<file path="src/shared/clkacc_pkg.sv">
// Purpose: Constants, register map and clock codes of the clock accuracy unit.
// Assumes: One 40 MHz system clock; 32-bit register port with byte offsets.
// Notes:   Every offset and field position, and the reset values of the config, control and limit registers, live here.
`default_nettype none

package clkacc_pkg;

  // ----------------------------------------------------------------
  // Bus and timing
  // ----------------------------------------------------------------
  localparam int unsigned ADDR_W = 8;
  localparam int unsigned DATA_W = 32;
  localparam int unsigned CFG_W = 8;
  localparam int unsigned CNT_W = 16;
  localparam int unsigned CLK_HZ = 40_000_000;
  localparam int unsigned FILT_TIME_NS = 100;
  // Least filter time, rounded up to whole cycles.
  localparam int unsigned FILT_CYC = (FILT_TIME_NS * (CLK_HZ / 1_000_000) + 999) / 1000;

  // ----------------------------------------------------------------
  // Register offsets
  // ----------------------------------------------------------------
  localparam logic [ADDR_W-1:0] OFS_TARGET = 8'h00;
  localparam logic [ADDR_W-1:0] OFS_REFER = 8'h04;
  localparam logic [ADDR_W-1:0] OFS_CTRL = 8'h08;
  localparam logic [ADDR_W-1:0] OFS_STATUS = 8'h0c;
  localparam logic [ADDR_W-1:0] OFS_MASK = 8'h10;
  localparam logic [ADDR_W-1:0] OFS_UPPER = 8'h14;
  localparam logic [ADDR_W-1:0] OFS_LOWER = 8'h18;
  localparam logic [ADDR_W-1:0] OFS_RESULT = 8'h1c;

  // ----------------------------------------------------------------
  // Field positions and reset values
  // ----------------------------------------------------------------
  localparam int unsigned SEL_LSB = 1;
  localparam int unsigned SEL_MSB = 3;
  localparam int unsigned MEAS_EN_BIT = 0;
  localparam int unsigned REF_PIN_BIT = 0;
  localparam int unsigned FILT_EN_BIT = 4;
  localparam int unsigned STOP_BIT = 0;
  localparam int unsigned EV_END = 0;
  localparam int unsigned EV_ERR = 1;
  localparam int unsigned EV_OVF = 2;
  localparam int unsigned NUM_EV = 3;
  localparam logic [CFG_W-1:0] RST_TARGET = 8'h00;
  localparam logic [CFG_W-1:0] RST_REFER = 8'h00;
  localparam logic [CFG_W-1:0] RST_CTRL = 8'h01;
  localparam logic [CNT_W-1:0] RST_UPPER = 16'hffff;
  localparam logic [CNT_W-1:0] RST_LOWER = 16'h0000;
  localparam logic [CNT_W-1:0] CNT_MAX = 16'hffff;

  // ----------------------------------------------------------------
  // Clock source codes
  // ----------------------------------------------------------------
  localparam int unsigned NUM_SRC = 6;
  localparam logic [2:0] CLK_MAIN = 3'h0;
  localparam logic [2:0] CLK_SUB = 3'h1;
  localparam logic [2:0] CLK_FAST = 3'h2;
  localparam logic [2:0] CLK_SLOW = 3'h3;
  localparam logic [2:0] CLK_WDOG = 3'h4;
  localparam logic [2:0] CLK_PERIPHERAL_CLK_B = 3'h5;

  typedef enum logic [1:0] {
    ST_IDLE,
    ST_ARM,
    ST_COUNT
  } clkacc_state_t;

  // Picks one source; a prohibited code selects nothing so no edges appear.
  function automatic logic clkacc_pick(input logic [NUM_SRC-1:0] src, input logic [2:0] code);
    logic res;
    res = 1'b0;
    if (code <= CLK_PERIPHERAL_CLK_B) begin
      res = src[code];
    end
    return res;
  endfunction

endpackage

`default_nettype wire

</file>
<file path="src/shared/clkacc_edge_if.sv">
// Purpose: Carries one selected clock to its edge detector and the edge back.
// Assumes: The raw line is asynchronous to the system clock.
// Notes:   Driver end is the measurement core, detector end the edge module.
`timescale 1ns/1ps
`default_nettype none

interface clkacc_edge_if;
  logic raw;
  logic filt_en;
  logic rise;
  modport drv (output raw, output filt_en, input rise);
  modport det (input raw, input filt_en, output rise);
endinterface

`default_nettype wire

</file>
<file path="src/logic/clkacc_top.sv">
// Purpose: Clock frequency accuracy unit: counts target edges between reference edges.
// Assumes: All clock sources are asynchronous pins slower than half of 40 MHz.
// Notes:   Register port answers reads one cycle later and never stalls.
//
// Contract
// - Main, sub, fast internal, slow internal, watchdog or peripheral clock B can be measured.
// - The target clock is picked by bits 3 to 1 of the target config register, codes 0 to 5.
// - The internal reference is picked by bits 3 to 1 of the reference config, codes 0 to 5.
// - The external reference pin may be chosen as reference instead of an internal clock.
// - Module stop halts the unit and clearing it resumes operation.
//
// Design decisions made here: strobed register access and the register addresses.
`timescale 1ns/1ps
`default_nettype none

module clkacc_top
  import clkacc_pkg::*;
(
  // Clock and reset
  input wire logic clk_i,
  input wire logic arst_n_i,
  // Register port
  input wire logic [ADDR_W-1:0] addr_i,
  input wire logic [DATA_W-1:0] wdata_i,
  input wire logic wr_i,
  input wire logic rd_i,
  output logic [DATA_W-1:0] rdata_o,
  // Clock sources
  input wire logic main_clk_i,
  input wire logic sub_clk_i,
  input wire logic fast_internal_osc_i,
  input wire logic slow_internal_osc_i,
  input wire logic watchdog_osc_clk_i,
  input wire logic peripheral_clk_b_i,
  input wire logic ext_reference_in_i,
  // Interrupt
  output logic irq_o
);

  // ----------------------------------------------------------------
  // Registers
  // ----------------------------------------------------------------
  logic [CFG_W-1:0] measure_target_config_ff;
  logic [CFG_W-1:0] measure_reference_config_ff;
  logic [CFG_W-1:0] ctrl_ff;
  logic [NUM_EV-1:0] status_ff;
  logic [NUM_EV-1:0] mask_ff;
  logic [CNT_W-1:0] upper_ff;
  logic [CNT_W-1:0] lower_ff;
  logic [CNT_W-1:0] result_ff;
  logic [DATA_W-1:0] rdata_ff;
  logic irq_ff;

  logic [2:0] target_clock_sel;
  logic [2:0] reference_clock_sel;
  logic use_pin;
  logic stop;
  logic active;
  logic [NUM_SRC-1:0] src;
  logic [NUM_EV-1:0] ev;
  logic [NUM_EV-1:0] nxt_status;
  logic [NUM_EV-1:0] nxt_mask;

  clkacc_state_t state_ff;
  logic [CNT_W-1:0] count_ff;

  clkacc_edge_if tgt_if ();
  clkacc_edge_if ref_if ();

  assign target_clock_sel = measure_target_config_ff[SEL_MSB:SEL_LSB];
  assign reference_clock_sel = measure_reference_config_ff[SEL_MSB:SEL_LSB];
  assign use_pin = measure_reference_config_ff[REF_PIN_BIT];
  assign stop = ctrl_ff[STOP_BIT];
  assign active = measure_target_config_ff[MEAS_EN_BIT] & ~stop;

  always_ff @(posedge clk_i or negedge arst_n_i) begin
    if (!arst_n_i) begin
      measure_target_config_ff <= RST_TARGET;
      measure_reference_config_ff <= RST_REFER;
      ctrl_ff <= RST_CTRL;
      mask_ff <= '0;
      upper_ff <= RST_UPPER;
      lower_ff <= RST_LOWER;
    end else if (wr_i) begin
      unique case (addr_i)
        OFS_TARGET: measure_target_config_ff <= wdata_i[CFG_W-1:0];
        OFS_REFER: measure_reference_config_ff <= wdata_i[CFG_W-1:0];
        OFS_CTRL: ctrl_ff <= wdata_i[CFG_W-1:0];
        OFS_MASK: mask_ff <= wdata_i[NUM_EV-1:0];
        OFS_UPPER: upper_ff <= wdata_i[CNT_W-1:0];
        OFS_LOWER: lower_ff <= wdata_i[CNT_W-1:0];
        default: begin
        end
      endcase
    end
  end

  // ----------------------------------------------------------------
  // Clock selection
  // ----------------------------------------------------------------
  // Muxing raw clocks ahead of the synchroniser keeps one detector per path,
  // at the price of a possible stray edge right after a select change.
  assign src = {peripheral_clk_b_i, watchdog_osc_clk_i, slow_internal_osc_i,
                fast_internal_osc_i, sub_clk_i, main_clk_i};

  assign tgt_if.raw = clkacc_pick(src, target_clock_sel);
  assign tgt_if.filt_en = 1'b0;
  assign ref_if.raw = use_pin ? ext_reference_in_i
                              : clkacc_pick(src, reference_clock_sel);
  assign ref_if.filt_en = use_pin & measure_reference_config_ff[FILT_EN_BIT];

  clkacc_edge #(
    .FILT_LEN(FILT_CYC)
  ) u_tgt_edge (
    .clk_i(clk_i),
    .arst_n_i(arst_n_i),
    .edge_if(tgt_if.det)
  );

  clkacc_edge #(
    .FILT_LEN(FILT_CYC)
  ) u_ref_edge (
    .clk_i(clk_i),
    .arst_n_i(arst_n_i),
    .edge_if(ref_if.det)
  );

  // ----------------------------------------------------------------
  // Measurement
  // ----------------------------------------------------------------
  // A target edge in the same cycle as a reference edge is not counted.
  always_ff @(posedge clk_i or negedge arst_n_i) begin
    if (!arst_n_i) begin
      state_ff <= ST_IDLE;
      count_ff <= '0;
    end else if (!active) begin
      state_ff <= ST_IDLE;
      count_ff <= '0;
    end else begin
      unique case (state_ff)
        ST_IDLE: begin
          state_ff <= ST_ARM;
        end
        ST_ARM: begin
          if (ref_if.rise) begin
            state_ff <= ST_COUNT;
            count_ff <= '0;
          end
        end
        ST_COUNT: begin
          if (ref_if.rise) begin
            count_ff <= '0;
          end else if (tgt_if.rise) begin
            if (count_ff == CNT_MAX) begin
              state_ff <= ST_ARM;
              count_ff <= '0;
            end else begin
              count_ff <= count_ff + 16'h0001;
            end
          end
        end
      endcase
    end
  end

  always_comb begin
    ev = '0;
    if (active && state_ff == ST_COUNT) begin
      ev[EV_END] = ref_if.rise;
      ev[EV_ERR] = ref_if.rise && (count_ff > upper_ff || count_ff < lower_ff);
      ev[EV_OVF] = !ref_if.rise && tgt_if.rise && count_ff == CNT_MAX;
    end
  end

  always_ff @(posedge clk_i or negedge arst_n_i) begin
    if (!arst_n_i) begin
      result_ff <= '0;
    end else if (ev[EV_END]) begin
      result_ff <= count_ff;
    end
  end

  // ----------------------------------------------------------------
  // Status and interrupt
  // ----------------------------------------------------------------
  // A new event in the same cycle as its clear is kept.
  always_comb begin
    nxt_status = status_ff;
    if (wr_i && addr_i == OFS_STATUS) begin
      nxt_status = status_ff & ~wdata_i[NUM_EV-1:0];
    end
    nxt_status = nxt_status | ev;
  end

  // The level uses the mask as it will stand after this edge, so that a
  // mask write and the interrupt output change in the same cycle.
  always_comb begin
    nxt_mask = mask_ff;
    if (wr_i && addr_i == OFS_MASK) begin
      nxt_mask = wdata_i[NUM_EV-1:0];
    end
  end

  always_ff @(posedge clk_i or negedge arst_n_i) begin
    if (!arst_n_i) begin
      status_ff <= '0;
      irq_ff <= 1'b0;
    end else begin
      status_ff <= nxt_status;
      irq_ff <= |(nxt_status & nxt_mask);
    end
  end

  assign irq_o = irq_ff;

  // ----------------------------------------------------------------
  // Read back
  // ----------------------------------------------------------------
  always_ff @(posedge clk_i or negedge arst_n_i) begin
    if (!arst_n_i) begin
      rdata_ff <= '0;
    end else if (rd_i) begin
      unique case (addr_i)
        OFS_TARGET: rdata_ff <= DATA_W'(measure_target_config_ff);
        OFS_REFER: rdata_ff <= DATA_W'(measure_reference_config_ff);
        OFS_CTRL: rdata_ff <= DATA_W'(ctrl_ff);
        OFS_STATUS: rdata_ff <= DATA_W'(status_ff);
        OFS_MASK: rdata_ff <= DATA_W'(mask_ff);
        OFS_UPPER: rdata_ff <= DATA_W'(upper_ff);
        OFS_LOWER: rdata_ff <= DATA_W'(lower_ff);
        OFS_RESULT: rdata_ff <= DATA_W'(result_ff);
        default: rdata_ff <= '0;
      endcase
    end else begin
      rdata_ff <= '0;
    end
  end

  assign rdata_o = rdata_ff;

  // ----------------------------------------------------------------
  // Assertions
  // ----------------------------------------------------------------
  property p_count_step;
    @(posedge clk_i) disable iff (!arst_n_i)
    (active && state_ff == ST_COUNT && tgt_if.rise && !ref_if.rise && count_ff != CNT_MAX)
      |=> count_ff == $past(count_ff) + 16'h0001;
  endproperty
  a_count_step: assert property (p_count_step) else $error("target edge not counted");

  property p_bad_target;
    @(posedge clk_i) disable iff (!arst_n_i)
    (target_clock_sel > CLK_PERIPHERAL_CLK_B) |-> !tgt_if.raw;
  endproperty
  a_bad_target: assert property (p_bad_target) else $error("bad code passes a clock");

  property p_ref_internal;
    @(posedge clk_i) disable iff (!arst_n_i)
    (!use_pin && reference_clock_sel == CLK_SLOW) |-> ref_if.raw == slow_internal_osc_i;
  endproperty
  a_ref_internal: assert property (p_ref_internal) else $error("wrong internal reference");

  property p_ref_pin;
    @(posedge clk_i) disable iff (!arst_n_i)
    use_pin |-> ref_if.raw == ext_reference_in_i &&
      ref_if.filt_en == measure_reference_config_ff[FILT_EN_BIT];
  endproperty
  a_ref_pin: assert property (p_ref_pin) else $error("pin reference not routed");

  property p_stop_quiet;
    @(posedge clk_i) disable iff (!arst_n_i)
    stop |=> state_ff == ST_IDLE && count_ff == '0 && ev == '0;
  endproperty
  a_stop_quiet: assert property (p_stop_quiet) else $error("unit runs in module stop");

  property p_resume;
    @(posedge clk_i) disable iff (!arst_n_i)
    ($fell(stop) && measure_target_config_ff[MEAS_EN_BIT])
      |-> state_ff == ST_IDLE ##1 state_ff == ST_ARM;
  endproperty
  a_resume: assert property (p_resume) else $error("unit does not resume");

  property p_end_result;
    @(posedge clk_i) disable iff (!arst_n_i)
    ev[EV_END] |=> status_ff[EV_END] && result_ff == $past(count_ff);
  endproperty
  a_end_result: assert property (p_end_result) else $error("end event lost");

  property p_ovf;
    @(posedge clk_i) disable iff (!arst_n_i)
    ev[EV_OVF] |=> status_ff[EV_OVF] && state_ff == ST_ARM && count_ff == '0;
  endproperty
  a_ovf: assert property (p_ovf) else $error("overflow not handled");

  property p_irq;
    @(posedge clk_i) disable iff (!arst_n_i)
    ##1 irq_o == |(status_ff & mask_ff);
  endproperty
  a_irq: assert property (p_irq) else $error("interrupt level wrong");

  c_end: cover property (@(posedge clk_i) disable iff (!arst_n_i) ev[EV_END]);
  c_err: cover property (@(posedge clk_i) disable iff (!arst_n_i) ev[EV_ERR]);
  c_ovf: cover property (@(posedge clk_i) disable iff (!arst_n_i) ev[EV_OVF]);
  c_pin: cover property (@(posedge clk_i) disable iff (!arst_n_i) use_pin && ev[EV_END]);

endmodule

`default_nettype wire

</file>
<file path="src/logic/clkacc_edge.sv">
// Purpose: Synchronises one clock line, optionally filters it, flags rising edges.
// Assumes: The line changes no faster than half the system clock rate.
// Notes:   Unfiltered, the rise pulse comes two to three cycles after the line rises.
`timescale 1ns/1ps
`default_nettype none

module clkacc_edge
  import clkacc_pkg::*;
#(
  parameter int unsigned FILT_LEN = FILT_CYC
) (
  // Clock and reset
  input wire logic clk_i,
  input wire logic arst_n_i,
  // Line and edge
  clkacc_edge_if.det edge_if
);

  logic sync1_ff;
  logic sync2_ff;
  logic cand_ff;
  logic [7:0] run_ff;
  logic level_ff;
  logic nxt_level;
  logic rise_ff;

  // ----------------------------------------------------------------
  // Synchroniser
  // ----------------------------------------------------------------
  always_ff @(posedge clk_i or negedge arst_n_i) begin
    if (!arst_n_i) begin
      sync1_ff <= 1'b0;
      sync2_ff <= 1'b0;
    end else begin
      sync1_ff <= edge_if.raw;
      sync2_ff <= sync1_ff;
    end
  end

  // ----------------------------------------------------------------
  // Noise filter
  // ----------------------------------------------------------------
  // A new level is taken only after it has stood for FILT_LEN samples.
  always_ff @(posedge clk_i or negedge arst_n_i) begin
    if (!arst_n_i) begin
      cand_ff <= 1'b0;
      run_ff <= 8'h00;
    end else if (sync2_ff != cand_ff) begin
      cand_ff <= sync2_ff;
      run_ff <= 8'h00;
    end else if (run_ff < 8'(FILT_LEN - 1)) begin
      run_ff <= run_ff + 8'h01;
    end
  end

  always_comb begin
    nxt_level = sync2_ff;
    if (edge_if.filt_en) begin
      nxt_level = level_ff;
      if (sync2_ff == cand_ff && run_ff >= 8'(FILT_LEN - 1)) begin
        nxt_level = cand_ff;
      end
    end
  end

  always_ff @(posedge clk_i or negedge arst_n_i) begin
    if (!arst_n_i) begin
      level_ff <= 1'b0;
      rise_ff <= 1'b0;
    end else begin
      level_ff <= nxt_level;
      rise_ff <= nxt_level & ~level_ff;
    end
  end

  assign edge_if.rise = rise_ff;

endmodule

`default_nettype wire

</file>
<file path="config.mk">
export PLATFORM = sky130hd
export DESIGN_NAME = clkacc_top
export DESIGN_NICKNAME = d
export VERILOG_FILES = /design/src/shared/clkacc_pkg.sv /design/src/shared/clkacc_edge_if.sv /design/src/logic/clkacc_top.sv /design/src/logic/clkacc_edge.sv
export SDC_FILE = /design/constraint.sdc
export NUM_CORES = 1
export LEC_CHECK = 0
export BUFFER_PORTS_ARGS = -buffer_cell sky130_fd_sc_hd__buf_2
export CAP_MARGIN = 0
export CELL_PAD_IN_SITES_DETAIL_PLACEMENT = 0
export CELL_PAD_IN_SITES_GLOBAL_PLACEMENT = 1
export CORE_UTILIZATION = 45
export CTS_CLUSTER_DIAMETER = 200
export DETAILED_ROUTE_END_ITERATION = 10
export PLACE_DENSITY = 0.76
export SLEW_MARGIN = 20
export SYNTH_ARGS = -nofsm -noshare
export SYNTH_HDL_FRONTEND = slang
export SYNTH_HIERARCHICAL = 1
export SYNTH_SLANG_ARGS = --single-unit
</file>
<file path="constraint.sdc">
create_clock -name clk_i -period 2.8 [get_ports clk_i]
set_input_delay 0.14 -clock clk_i [delete_from_list [all_inputs] [get_ports clk_i]]
set_output_delay 0.14 -clock clk_i [all_outputs]
set_load 0.03 [all_outputs]
</file>
==> metrics.md <==
| Metric | Value |
|---|---|
| Cell variety after synth | 66 |
| CP Class | reg -> reg |
| Most instantiated cells after synthesis | 122 x dfrtp_1, 66 x mux2_2, 38 x inv_1 |
| First-pass GRT wire length | 27.8 mm |
| Slowest CP cell | dfstp_2 |
| Crit-path leading delay family | simple AND/OR/NAND/NOR gates |
| Max-cap violations | 0 |
| Fin util | 53.8% |
| Top post-synthesis cells by area | dfrtp_1 42%, mux2_2 10%, dfstp_2 6.2% |
| Rows | 45 |
| Clock transition at the registers of the reported paths | 60 ps |
| Worst Path Max Fanout | 3 |
| Worst Tran Pin Value | 929 ps |
| Synth Instances | 644 |
| Max Clock Freq | 0.429 GHz |
| Max Root-Sink Buffers | 2 |
| Post-Syn Area per Cell | 11.2 µm² |
| Crit path launch type | register |
| GRT Total Usage | 22.3% |
| Final Hold Viols | 0 |
| CTS tree | done |
| Comb power frac | 9.5% |
| H-tree depth | 4 |
| Sw Ratio | 23.8% |
| Hold Crit Class | in -> reg |
| Largest net degree at the start of global routing | 57 |
| Maximum VDD drop | 0.000480 V |
| Detailed Route Iter0 Violations | 331 |
| Hold-critical path depth | 2 |
| Layout cell share with drive strength beyond 1 | 27.2% |
| Routed wire length | 16.9 mm |
| Via count | 5,202 |
| Critical path endpoint category | register |
| Max-slew violation count | 0 |
| Die Y-Extent | 128 µm |
| Router iterations before antenna repair | 5 |
| Crit path DAT | 2650 ps |
| Synth area leader | dfrtp_1 |
| CP cell instances | inv_1, ha_1, nand4_1, nor4_1, a21boi_0, o311ai_0, o211ai_1 |
| Routed len/inst | 18.1 µm |
| Leak pwr | 0.00377 µW |
| P_sw | 1140 µW |
| RSZ-0062 raised after global routing | false |
| Tmin final | 2330 ps |
| Top-count cell post-synth | dfrtp_1 |
| Power, Total | 4790 µW |
| Share of total power in the clock network | 44.8% |
| Final-stage net count | 794 |
| DR DRC count | 0 |
| Internal cell power | 3650 µW |
| Worst-skew pair later-pin latency | 420 ps |
| Post-Syn Area | 7180 µm² |
| Asr flop ratio synth | 100% |
| Root buffer cell | clkbuf_16 |
| Post-DP HPWL | 12.0 mm |
| CP Buf/Inv Count | 1 |
| Area grow syn2layout | 15.0% |
| Core box area | 15,400 µm² |
| Final TNS setup | 0 ps |
| Sequential power share | 45.7% |
| CTS Buf Count | 17 |
| Flop-to-flop setup slack | 470 ps |
| Worst path depth | 7 |
| Register area share after synthesis | 48.7% |
| Register-to-Register Path Depth | 7 |
| Global route overflow | 0 |
| Clock skew | 10.5 ps |
| Drt via density | 5.58 |
| Period utilisation layout | 83.3% |
| Vias in the first global route | 5,308 |
| Post-synth EDFFs | 0 |
| Initial antenna violation count | 0 |
| Critical Path Max Stage Delay | 520 ps |
| FF+latch count, synth | 139 |
| # IOs | 84 |
| Count of input and output buffers | 51 |
| Yosys warns | 6 |
| Clk sinks | 139 |
| Gpl congestion | 0.827 |
| # diodes | 0 |
| Die ar. | 16,500 µm² |
| Final setup viols | 0 |
| Status | finished clean |
| Number of nets still failing antenna checks after routing | 0 |
| Post-synth top area share | 42.5% |
| Initial Util | 46.7% |
| Ys flop type | dfrtp_1 |
| Max-slew headroom | 38.0% |
| Power density cells | 579 nW/µm² |
| Crit path required time | 3110 ps |
| Die width | 128 µm |
[worst register-to-register path, delay by kind of cell (launching register included)]
| family | cells | cell delay, ps |
|---|---|---|
| compound gates | 3 | 600 |
| fa+ha+maj | 1 | 310 |
| buf+inv | 1 | 50 |
| flops | 1 | 520 |
| simple gates | 2 | 740 |
[layer usage]
metal / track usage (%) / part of all wire (%) / routed length (µm)
met5: 0 / 0 / 0
met4: 7.82 / 2.3 / 384
met3: 6.03 / 4.9 / 820
met2: 36.6 / 47 / 8010
met1: 28.5 / 45 / 7670
[power by group through the flow]
stage          sequential (µW)  clock [µW]  combinational [µW]
2_1_floorplan             2200           0                 303
3_3_place_gp              2210           0                 423
3_5_place_dp              2220           0                 440
4_1_cts                   2190        2190                 456
5_1_grt                   2200        2270                 511
6_report                  2190        2150                 453
[cell type report]
cell class	count	area [µm²]
Sequential cell	139	3500
Tap cell	211	264
Fill cell	1336	7110
Timing Repair Buffer	69	434
Clock buffer	27	483
Multi-Input combinational cell	444	3370
Clock inverter	4	70.1
Inverter	38	143
[kinds of logic after synthesis]
group | synth area share, %
other cells | 0.0522
flops | 48.7
simple gates | 13.6
fa+ha+maj | 5.92
mux | 13.3
xor+xnor | 1.34
compound gates | 11.7
buf+inv | 5.33
[placed cells by master, fill, tap and decap left out, drive strengths merged, types with 10 or more instances in the layout]
master,synthesis,routed
inv,38,38
nand3,18,18
conb,1,19
nor2,31,31
mux2,74,74
nand2,40,40
a22oi,12,12
nor3,11,11
dfrtp,122,122
nand4,14,14
ha,34,34
buf,29,59
dfstp,17,17
o21ai,33,33
clkbuf,12,27
and2,15,15
dlygate4sd3,0,10
a21oi,31,31
[sequential cells by signal, indices dropped and copies added, names as in the netlist, 2 cells and up]
| name | count |
|---|---|
| measure_target_config_ff | 8 |
| count_ff | 16 |
| ctrl_ff | 8 |
| mask_ff | 3 |
| state_ff | 2 |
| u_tgt_edge/run_ff | 8 |
| rdata_o | 16 |
| upper_ff | 16 |
| lower_ff | 16 |
| result_ff | 16 |
| measure_reference_config_ff | 8 |
| u_ref_edge/run_ff | 8 |
| status_ff | 3 |
[worst paths after layout]
check	startpoint	to
max	upper_ff[11]$_DFFE_PN1P_	irq_o$_DFF_PN0_
min	wdata_i[6]	measure_target_config_ff[6]$_DFFE_PN0P_
min reg2reg	u_tgt_edge/sync1_ff$_DFF_PN0_	u_tgt_edge/sync2_ff$_DFF_PN0_
max in group asynchronous	arst_n_i	measure_target_config_ff[1]$_DFFE_PN0P_
min in group asynchronous	arst_n_i	ctrl_ff[5]$_DFFE_PN0P_
max reg2reg	upper_ff[11]$_DFFE_PN1P_	irq_o$_DFF_PN0_
[through the flow]
stage / hold WS [ps] / cell area [µm²] / std cells / setup slack [ps]
floorplan: -156 / 7250 / 662 / 844
global placement: 132 / 7610 / 891 / 583
detailed placement: 141 / 7610 / 891 / 564
CTS: 6.37 / 8260 / 932 / 517
global route: 16.3 / 8260 / 932 / 308
finish: 14.8 / 8260 / 932 / 467
[timing repair]
action	in CTS	in global routing
hold buffers	10	0
gates resized for setup	0	0
endpoints found under the setup margin	0	0
buffers inserted	0	0
hold endpoints to repair	61	0
Power figures use the tool's default switching activity.
